$ cat config.mk
export PLATFORM = sky130hd
export DESIGN_NAME = crff_top
export DESIGN_NICKNAME = d
export VERILOG_FILES = /design/src/crff_pkg.sv /design/src/crff_filt_if.sv /design/src/crff_top.sv /design/src/crff_filter.sv
export SDC_FILE = /design/constraint.sdc
export NUM_CORES = 2
export LEC_CHECK = 0
export ABC_CLOCK_PERIOD_IN_PS = 13000
export BUFFER_PORTS_ARGS = -buffer_cell sky130_fd_sc_hd__buf_2
export CAP_MARGIN = 20
export CORE_MARGIN = 2
export CORE_UTILIZATION = 37
export DETAILED_ROUTE_END_ITERATION = 16
export GPL_ROUTABILITY_DRIVEN = 1
export SLEW_MARGIN = 40
export SYNTH_ARGS = -nofsm -noshare
export SYNTH_HDL_FRONTEND = slang
export SYNTH_SLANG_ARGS = --single-unit
$ cat constraint.sdc
create_clock -name clk_sys_in -period 13 [get_ports clk_sys_in]
set_clock_uncertainty 0.2 [all_clocks]
set_input_delay 1.95 -clock clk_sys_in [delete_from_list [all_inputs] [get_ports clk_sys_in]]
set_output_delay 1.95 -clock clk_sys_in [all_outputs]
set_load 0.02 [all_outputs]
$ cat src/crff_pkg.sv
// constants and types shared by the receive queue and acceptance filter
`default_nettype none
package crff_pkg;
  localparam int ADDR_W = 6;
  localparam int DATA_W = 8;
  localparam int RX_DEPTH = 5;
  localparam int BUF_BYTES = 15;
  localparam int IDX_W = 4;
  localparam int ID_BYTES = 4;
  localparam int FILT_REGS = 8;
  localparam int FILT_IDX_W = 3;
  localparam int HIT_W = 3;
  localparam int TS_W = 16;
  localparam int TS_HI_IDX = 13;
  localparam int TS_LO_IDX = 14;

  // register offsets
  localparam logic [ADDR_W-1:0] OFF_CTRL = 6'h00;
  localparam logic [ADDR_W-1:0] OFF_FLAG = 6'h01;
  localparam logic [ADDR_W-1:0] OFF_IRQEN = 6'h02;
  localparam logic [ADDR_W-1:0] OFF_ACC_CTRL = 6'h03;
  localparam logic [ADDR_W-1:0] OFF_VAL_BASE = 6'h08;
  localparam logic [ADDR_W-1:0] OFF_MSK_BASE = 6'h10;
  localparam logic [ADDR_W-1:0] OFF_HEAD_BASE = 6'h20;

  // field positions
  localparam int CTRL_INIT_BIT = 0;
  localparam int CTRL_LOOP_BIT = 1;
  localparam int CTRL_TS_BIT = 2;
  localparam int FLAG_RXF_BIT = 0;
  localparam int FLAG_OVR_BIT = 1;
  localparam int IRQ_RX_BIT = 0;
  localparam int IRQ_OVR_BIT = 1;
  localparam int ACC_HIT_LSB = 0;
  localparam int ACC_MODE_LSB = 4;
  localparam int MODE_W = 2;

  // reset values
  localparam logic [DATA_W-1:0] CTRL_RST = 8'h01;
  localparam logic [DATA_W-1:0] IRQEN_RST = 8'h00;
  localparam logic [DATA_W-1:0] FILT_RST = 8'h00;
  localparam logic [DATA_W-1:0] BYTE_ZERO = 8'h00;

  typedef enum logic [MODE_W-1:0] {
    CRFF_MODE_32,
    CRFF_MODE_16,
    CRFF_MODE_8,
    CRFF_MODE_CLOSED
  } crff_mode_t;
endpackage
`default_nettype wire

$ cat src/crff_filt_if.sv
// carrier between the receive core and the acceptance filter
`timescale 1ns/10ps
`default_nettype none
interface crff_filt_if;
  import crff_pkg::*;
  logic [DATA_W-1:0] id_byte [ID_BYTES];
  logic [DATA_W-1:0] acc_val [FILT_REGS];
  logic [DATA_W-1:0] acc_msk [FILT_REGS];
  crff_mode_t mode;
  logic hit;
  logic [HIT_W-1:0] hit_idx;
  modport filt (input id_byte, input acc_val, input acc_msk, input mode,
                output hit, output hit_idx);
  modport core (output id_byte, output acc_val, output acc_msk, output mode,
                input hit, input hit_idx);
endinterface
`default_nettype wire

$ cat src/crff_top.sv
// receive shadow buffer, five-entry receive queue and register port
//
// Our own choices: the register addresses and the plain strobed port.
`timescale 1ns/10ps
`default_nettype none
// Function
// - five buffer queue behind one window
// - each buffer fifteen bytes incl. stamp
// - shadow hidden, only head readable
// - full flag shows head holds frame
// - shadow filled while filter evaluates
// - accepted frame queued, flag, interrupt
// - back to back frames not lost
// - rejected or bad frames not queued
// - own frames captured, not queued/acked
// - loopback treats own frames as received
// - lost arbitration means normal reception
// - full queue drops frame, flags overrun
// - resume accepting once buffer frees
// - value registers give identifier pattern
// - hit index reports lowest match
// - 32-bit mode: two filters
// - 16-bit mode: four filters
// - 8-bit mode: eight filters
// - closed mode accepts nothing
// - mask zero compares, one ignores
// - any matching filter accepts
// - filter setup changes only in init
module crff_top #(
  parameter int DEPTH = crff_pkg::RX_DEPTH,
  parameter int BYTES = crff_pkg::BUF_BYTES
) (
  // clock and reset
  input wire logic clk_sys_in,
  input wire logic rst_n_in,
  // register port
  input wire logic [crff_pkg::ADDR_W-1:0] reg_addr_in,
  input wire logic [crff_pkg::DATA_W-1:0] reg_wdata_in,
  input wire logic reg_wr_in,
  input wire logic reg_rd_in,
  output logic [crff_pkg::DATA_W-1:0] reg_rdata_out,
  // frame stream from the bit engine
  input wire logic frame_byte_valid_in,
  input wire logic [crff_pkg::IDX_W-1:0] frame_byte_idx_in,
  input wire logic [crff_pkg::DATA_W-1:0] frame_byte_in,
  input wire logic frame_end_in,
  input wire logic frame_ok_in,
  input wire logic frame_own_in,
  input wire logic [crff_pkg::TS_W-1:0] time_stamp_in,
  // status
  output logic ack_enable_out,
  output logic rx_full_out,
  output logic rx_irq_out,
  output logic overrun_irq_out
);
  import crff_pkg::*;

  localparam int PTR_W = $clog2(DEPTH);
  localparam int CNT_W = $clog2(DEPTH + 1);
  localparam logic [CNT_W-1:0] CNT_FULL = CNT_W'(DEPTH);
  localparam logic [CNT_W-1:0] CNT_ONE = CNT_W'(1);
  localparam logic [CNT_W-1:0] CNT_ZERO = CNT_W'(0);

  function automatic logic in_block(input logic [ADDR_W-1:0] a, input logic [ADDR_W-1:0] base,
                                    input int n);
    in_block = (int'(a) >= int'(base)) && (int'(a) < int'(base) + n);
  endfunction

  function automatic logic [PTR_W-1:0] next_ptr(input logic [PTR_W-1:0] p);
    next_ptr = (p == PTR_W'(DEPTH - 1)) ? '0 : p + PTR_W'(1);
  endfunction

  crff_filt_if fif ();

  logic [DATA_W-1:0] ctrl_q;
  logic [DATA_W-1:0] irqen_q;
  crff_mode_t mode_q;
  logic [DATA_W-1:0] val_q [FILT_REGS];
  logic [DATA_W-1:0] msk_q [FILT_REGS];
  logic [DATA_W-1:0] shadow_q [BYTES];
  logic [DATA_W-1:0] fifo_q [DEPTH][BYTES];
  logic [HIT_W-1:0] hit_q [DEPTH];
  logic [PTR_W-1:0] wr_ptr_q;
  logic [PTR_W-1:0] rd_ptr_q;
  logic [CNT_W-1:0] count_q;
  logic [CNT_W-1:0] count_d;
  logic overrun_q;
  logic overrun_d;
  logic rx_full_q;
  logic rx_irq_q;
  logic ovr_irq_q;
  logic ack_en_q;
  logic [DATA_W-1:0] rdata_q;
  logic init_mode;
  logic loopback;
  logic accept;
  logic push;
  logic pop;
  logic ovr_set;
  logic ovr_clr;

  assign init_mode = ctrl_q[CTRL_INIT_BIT];
  assign loopback = ctrl_q[CTRL_LOOP_BIT];

  // control registers
  always_ff @(posedge clk_sys_in) begin
    if (!rst_n_in) begin
      ctrl_q <= CTRL_RST;
      irqen_q <= IRQEN_RST;
    end else if (reg_wr_in) begin
      if (reg_addr_in == OFF_CTRL) begin
        ctrl_q <= reg_wdata_in;
      end
      if (reg_addr_in == OFF_IRQEN) begin
        irqen_q <= reg_wdata_in;
      end
    end
  end

  // filter setup, locked while on the bus
  always_ff @(posedge clk_sys_in) begin
    if (!rst_n_in) begin
      mode_q <= CRFF_MODE_32;
      for (int i = 0; i < FILT_REGS; i++) begin
        val_q[i] <= FILT_RST;
        msk_q[i] <= FILT_RST;
      end
    end else if (reg_wr_in && init_mode) begin
      if (reg_addr_in == OFF_ACC_CTRL) begin
        mode_q <= crff_mode_t'(reg_wdata_in[ACC_MODE_LSB +: MODE_W]);
      end
      if (in_block(reg_addr_in, OFF_VAL_BASE, FILT_REGS)) begin
        val_q[FILT_IDX_W'(reg_addr_in - OFF_VAL_BASE)] <= reg_wdata_in;
      end
      if (in_block(reg_addr_in, OFF_MSK_BASE, FILT_REGS)) begin
        msk_q[FILT_IDX_W'(reg_addr_in - OFF_MSK_BASE)] <= reg_wdata_in;
      end
    end
  end

  // filter looks at the identifier bytes as they land in the shadow
  always_comb begin
    for (int b = 0; b < ID_BYTES; b++) begin
      fif.id_byte[b] = shadow_q[b];
    end
    for (int i = 0; i < FILT_REGS; i++) begin
      fif.acc_val[i] = val_q[i];
      fif.acc_msk[i] = msk_q[i];
    end
    fif.mode = mode_q;
  end

  crff_filter u_filter (
    .f (fif.filt)
  );

  // shadow buffer, overwritten by each frame; own frames land here too
  always_ff @(posedge clk_sys_in) begin
    if (!rst_n_in) begin
      for (int b = 0; b < BYTES; b++) begin
        shadow_q[b] <= BYTE_ZERO;
      end
    end else if (frame_byte_valid_in && int'(frame_byte_idx_in) < BYTES) begin
      shadow_q[frame_byte_idx_in] <= frame_byte_in;
    end
  end

  // own frames count only in loopback or after lost arbitration
  assign accept = frame_end_in && frame_ok_in && fif.hit &&
                  (!frame_own_in || loopback);
  assign push = accept && (count_q != CNT_FULL);
  assign ovr_set = accept && (count_q == CNT_FULL);
  assign pop = reg_wr_in && (reg_addr_in == OFF_FLAG) &&
               reg_wdata_in[FLAG_RXF_BIT] && (count_q != CNT_ZERO);
  assign ovr_clr = reg_wr_in && (reg_addr_in == OFF_FLAG) && reg_wdata_in[FLAG_OVR_BIT];

  always_comb begin
    count_d = count_q;
    if (push && !pop) begin
      count_d = count_q + CNT_ONE;
    end else if (pop && !push) begin
      count_d = count_q - CNT_ONE;
    end
    overrun_d = ovr_set ? 1'b1 : (ovr_clr ? 1'b0 : overrun_q);
  end

  // shadow copied into the queue at frame end, stamp inserted on the way
  always_ff @(posedge clk_sys_in) begin
    if (!rst_n_in) begin
      for (int e = 0; e < DEPTH; e++) begin
        hit_q[e] <= '0;
        for (int b = 0; b < BYTES; b++) begin
          fifo_q[e][b] <= BYTE_ZERO;
        end
      end
    end else if (push) begin
      hit_q[wr_ptr_q] <= fif.hit_idx;
      for (int b = 0; b < BYTES; b++) begin
        fifo_q[wr_ptr_q][b] <= shadow_q[b];
      end
      if (ctrl_q[CTRL_TS_BIT]) begin
        fifo_q[wr_ptr_q][TS_HI_IDX] <= time_stamp_in[TS_W-1 -: DATA_W];
        fifo_q[wr_ptr_q][TS_LO_IDX] <= time_stamp_in[DATA_W-1:0];
      end
    end
  end

  // pointers and fill count; a push beside a pop keeps the flag set
  always_ff @(posedge clk_sys_in) begin
    if (!rst_n_in) begin
      wr_ptr_q <= '0;
      rd_ptr_q <= '0;
      count_q <= CNT_ZERO;
    end else begin
      if (push) begin
        wr_ptr_q <= next_ptr(wr_ptr_q);
      end
      if (pop) begin
        rd_ptr_q <= next_ptr(rd_ptr_q);
      end
      count_q <= count_d;
    end
  end

  // flags, interrupt levels and acknowledge permission
  always_ff @(posedge clk_sys_in) begin
    if (!rst_n_in) begin
      overrun_q <= 1'b0;
      rx_full_q <= 1'b0;
      rx_irq_q <= 1'b0;
      ovr_irq_q <= 1'b0;
      ack_en_q <= 1'b1;
    end else begin
      overrun_q <= overrun_d;
      rx_full_q <= (count_d != CNT_ZERO);
      rx_irq_q <= (count_d != CNT_ZERO) && irqen_q[IRQ_RX_BIT];
      ovr_irq_q <= overrun_d && irqen_q[IRQ_OVR_BIT];
      ack_en_q <= !frame_own_in || loopback;
    end
  end

  // read data valid only in the cycle after the strobe; only head is visible
  always_ff @(posedge clk_sys_in) begin
    if (!rst_n_in) begin
      rdata_q <= BYTE_ZERO;
    end else begin
      rdata_q <= BYTE_ZERO;
      if (reg_rd_in) begin
        if (reg_addr_in == OFF_CTRL) begin
          rdata_q <= ctrl_q;
        end else if (reg_addr_in == OFF_FLAG) begin
          rdata_q[FLAG_RXF_BIT] <= rx_full_q;
          rdata_q[FLAG_OVR_BIT] <= overrun_q;
        end else if (reg_addr_in == OFF_IRQEN) begin
          rdata_q <= irqen_q;
        end else if (reg_addr_in == OFF_ACC_CTRL) begin
          rdata_q[ACC_MODE_LSB +: MODE_W] <= mode_q;
          rdata_q[ACC_HIT_LSB +: HIT_W] <= hit_q[rd_ptr_q];
        end else if (in_block(reg_addr_in, OFF_VAL_BASE, FILT_REGS)) begin
          rdata_q <= val_q[FILT_IDX_W'(reg_addr_in - OFF_VAL_BASE)];
        end else if (in_block(reg_addr_in, OFF_MSK_BASE, FILT_REGS)) begin
          rdata_q <= msk_q[FILT_IDX_W'(reg_addr_in - OFF_MSK_BASE)];
        end else if (in_block(reg_addr_in, OFF_HEAD_BASE, BYTES) && rx_full_q) begin
          rdata_q <= fifo_q[rd_ptr_q][IDX_W'(reg_addr_in - OFF_HEAD_BASE)];
        end
      end
    end
  end

  assign reg_rdata_out = rdata_q;
  assign rx_full_out = rx_full_q;
  assign rx_irq_out = rx_irq_q;
  assign overrun_irq_out = ovr_irq_q;
  assign ack_enable_out = ack_en_q;
endmodule
`default_nettype wire

$ cat src/crff_filter.sv
// acceptance filter: mode dependent bank split and lowest-hit encoder
`timescale 1ns/10ps
`default_nettype none
module crff_filter (
  crff_filt_if.filt f
);
  import crff_pkg::*;

  // a mask bit of one removes that bit from the compare
  function automatic logic byte_ok(input logic [DATA_W-1:0] id, input logic [DATA_W-1:0] val,
                                   input logic [DATA_W-1:0] msk);
    byte_ok = ((id ^ val) & ~msk) == BYTE_ZERO;
  endfunction

  logic [FILT_REGS-1:0] match;

  always_comb begin
    match = '0;
    case (f.mode)
      CRFF_MODE_32: begin
        for (int k = 0; k < 2; k++) begin
          match[k] = 1'b1;
          for (int b = 0; b < ID_BYTES; b++) begin
            match[k] = match[k] & byte_ok(f.id_byte[b], f.acc_val[k*ID_BYTES+b],
                                          f.acc_msk[k*ID_BYTES+b]);
          end
        end
      end
      CRFF_MODE_16: begin
        for (int k = 0; k < 4; k++) begin
          match[k] = byte_ok(f.id_byte[0], f.acc_val[2*k], f.acc_msk[2*k]) &
                     byte_ok(f.id_byte[1], f.acc_val[2*k+1], f.acc_msk[2*k+1]);
        end
      end
      CRFF_MODE_8: begin
        for (int k = 0; k < FILT_REGS; k++) begin
          match[k] = byte_ok(f.id_byte[0], f.acc_val[k], f.acc_msk[k]);
        end
      end
      CRFF_MODE_CLOSED: begin
        match = '0;
      end
      default: begin
        match = '0;
      end
    endcase
  end

  // any match accepts; lowest numbered filter is reported
  always_comb begin
    f.hit = |match;
    f.hit_idx = '0;
    for (int k = FILT_REGS - 1; k >= 0; k--) begin
      if (match[k]) begin
        f.hit_idx = HIT_W'(k);
      end
    end
  end
endmodule
`default_nettype wire

==> results by group <==
Run status
  – Status: finished clean

Synth
  – Yosys reg bits: 1275
  – Syn Area/Cell: ~16 um2
  – Synth warn: 0
  – Post-synth EDFFs: approximately 1200
  – Sequential area share after synthesis: roughly two thirds
  – Synth async-reset ratio: 0%
  – Synth Flop Type: edfxtp_1
  – Cell variety after synth: between 60 and 70
  – Total nets after synthesis: 3622
  – Cells after Synth: approximately 3600
  – Post-Syn Area: 56500 um2

Worst hold path
  – Worst Hold Depth: 2
  – Hold Path Class: register to register

Power and ir drop
  – Max VDD drop: around 0.12 mV
  – P_leak: 20.2 nW
  – Power Density: 138 nW/um2

Finish
  – Nets: about 3700
  – Most frequent cells in the layout: edfxtp_1 (1232), and2_1 (783), mux4_2 (283)
  – Finished Core Util: a little over two fifths
  – Leading cell type in the layout, fill and taps excluded: edfxtp_1
  – Layout area overhead: 12.3%
  – Ratio of cells with drive above 1 in the final layout: 17.9%

Timing
  – Pins Over Slew Limit: 0
  – Slew HR: between 30 and 40%
  – WHS: about 0.26 ns
  – Worst slew pin tran: a little over 0.9 ns
  – Final setup TNS: 0 ns
  – Final worst path period need: 6.19 ns
  – Final Cycle Share: roughly 48%
  – RSZ-0062 raised after global routing: no
  – Fin. Hold Viols: 0
  – Fmax: 0.161 GHz
  – Final setup viols: 0

Worst setup path
  – R2r setup slk: between 6 and 7 ns
  – Crit path DAT: approximately 6.4 ns
  – Worst setup EP type: register
  – Reg2Reg Depth: 12
  – Worst Path Max Fanout: 54
  – Setup CP Type: register to register
  – Crit path required time: 13.17 ns
  – Critical Path Start Type: register

Floorplanning
  – Initial Utilization: between 30 and 40%
  – Die height: a little under 400 um
  – Core ar.: 152000 um2
  – Site Rows: about 140
  – I/O pin total: 62
  – Die Width: between 300 and 400 um
  – Die ar.: around 160000 um2

Routing
  – Top sig layer: met5
  – Final wirelength: ~160 mm
  – Met1 WL: around 67 mm
  – Vias/cell: 5.56
  – DRC viols: 0
  – DR WL/cell: 27.4 um
  – Via count: around 32000
  – Met3 routed wirelength: between 10 and 15 mm
  – Post-route antenna net violation count: 0
  – Initial DRC count: ~3500
  – Pre-antenna DRT Iters: 6
  – Wire length on met2: about 74 mm

CTS
  – Hold Buf Count CTS: 0
  – Clock sink count: approximately 1300
  – Post_cts resized: 0
  – TritonCTS clock tree: built
  – Clock slew at reported path FFs: ~0.06 ns
  – CTS Buf Count: 139
  – Post-CTS Repair Setup Buffers: 0
  – Clock root cell: clkbuf_16
  – Clk Latency, worst-skew pair: approximately 0.75 ns
  – CTS HTree Levels: 4
  – Clock Tree Buf Depth: 3

GRT
  – Overflow left after global routing: 0
  – GRT Util Overall: around a fifth
  – Largest net degree at the start of global routing: approximately 110
  – Initial antenna violation count: 13
  – Vias in the first global route: ~32000
  – First-pass GRT wire length: 230 mm

Placement
  – Post-DP HPWL: 94.7 mm
  – RD Place Congestion: ~0.95
  – Port bufs: slightly above 60

Job
  – Max-cap viol count: 0
worst max-delay path, stage by stage (launching register included):
cell      delay (ns)
edfxtp_1        0.96
xnor2_1         0.19
o22ai_1         0.10
nor4_1          0.61
a31oi_1         0.30
o31ai_2         0.17
and4bb_4        0.34
nor3_4          0.18
buf_4           0.57
nand2_1         0.50
nor2_4          0.21
buf_6           0.62
buf_4           0.76
power by group:
group | total, mW | switching [mW] | internal (mW)
clock | 3.74 | 1.60 | 2.14
sequential | 4.67 | 0.0851 | 4.58
combinational | 0.362 | 0.241 | 0.120
cells in the mapped netlist, drive strengths merged, types with 20 or more instances:
| master | instances | area share [%] |
|---|---|---|
| a21oi | 54 | 0.48 |
| and2 | 783 | 8.7 |
| buf | 101 | 1.0 |
| clkbuf | 137 | 0.95 |
| dfxtp | 43 | 1.5 |
| edfxtp | 1232 | 65 |
| mux2 | 20 | 0.40 |
| mux2i | 88 | 1.6 |
| mux4 | 283 | 11 |
| nand2 | 88 | 0.58 |
| nand2b | 20 | 0.22 |
| nand3 | 25 | 0.22 |
| nor2 | 173 | 1.2 |
| nor3 | 44 | 0.41 |
| o21ai | 68 | 0.60 |
| o22ai | 83 | 0.92 |
| xnor2 | 128 | 2.0 |
through the flow:
step	area [um2]	setup WS (ns)	power, mW	std cells
3_3_place_gp	58900	6.33	5.10	5479
4_1_cts	63300	6.96	8.81	5738
2_1_floorplan	56500	2.81	4.92	3561
5_1_grt	63500	6.69	9.01	5744
6_report	63500	6.81	8.77	5749
3_5_place_dp	59100	6.77	5.11	5485
registers in the layout, indices dropped and copies added, names as in the netlist, named ones only:
name and flops:
msk_q 64, rx_full_out 1, reg_rdata_out 8, ack_enable_out 1
wr_ptr_q 3, irqen_q 8, hit_q 24, overrun_q 1
count_q 3, fifo_q 960, overrun_irq_out 1, ctrl_q 8
val_q 64, rd_ptr_q 3, rx_irq_out 1, fif.mode 2
shadow_q 120
area by class of cell:
class / count / area [um2]
multi-input cells: 2028 / 17700
well taps: 2030 / 2540
clock buffers: 185 / 3780
fillers: 13600 / 88400
flip-flops and latches: 1275 / 37900
repair buffers: 138 / 1060
diodes: 5 / 12.5
inverters: 20 / 75.1
clock inverters: 68 / 475
path summary, 6_finish.rpt:
path	startpoint	endpoint
worst max-delay path	shadow_q[0][2]$_SDFFCE_PN0P_	fifo_q[6][106]$_DFFE_PP_
worst min-delay path	irqen_q[4]$_SDFFE_PN0P_	irqen_q[4]$_SDFFE_PN0P_
worst max register to register	shadow_q[0][2]$_SDFFCE_PN0P_	fifo_q[6][106]$_DFFE_PP_
worst min register to register	irqen_q[4]$_SDFFE_PN0P_	irqen_q[4]$_SDFFE_PN0P_
layer usage:
layer	track usage, %	up-vias
met2	31.8	1392
met1	28.2	16700
met3	4.09	246
met4	5.84	8
met5	0.339	-
li1	-	13600
kinds of logic (layout without fill, tap and decap cells):
family	count (synthesis)	after routing	share of synthesized area, %
multiplexers	391	391	13.2
AO/OA/AOI/OAI	294	294	3.27
XOR/XNOR	132	132	2.07
flip-flops	1275	1275	66.9
AND/OR/NAND/NOR	1200	1200	12.1
other	0	5	0
buffers and inverters	258	411	2.09
adder cells (fa/ha/maj)	11	11	0.243
(Power assumes the default switching activity.)
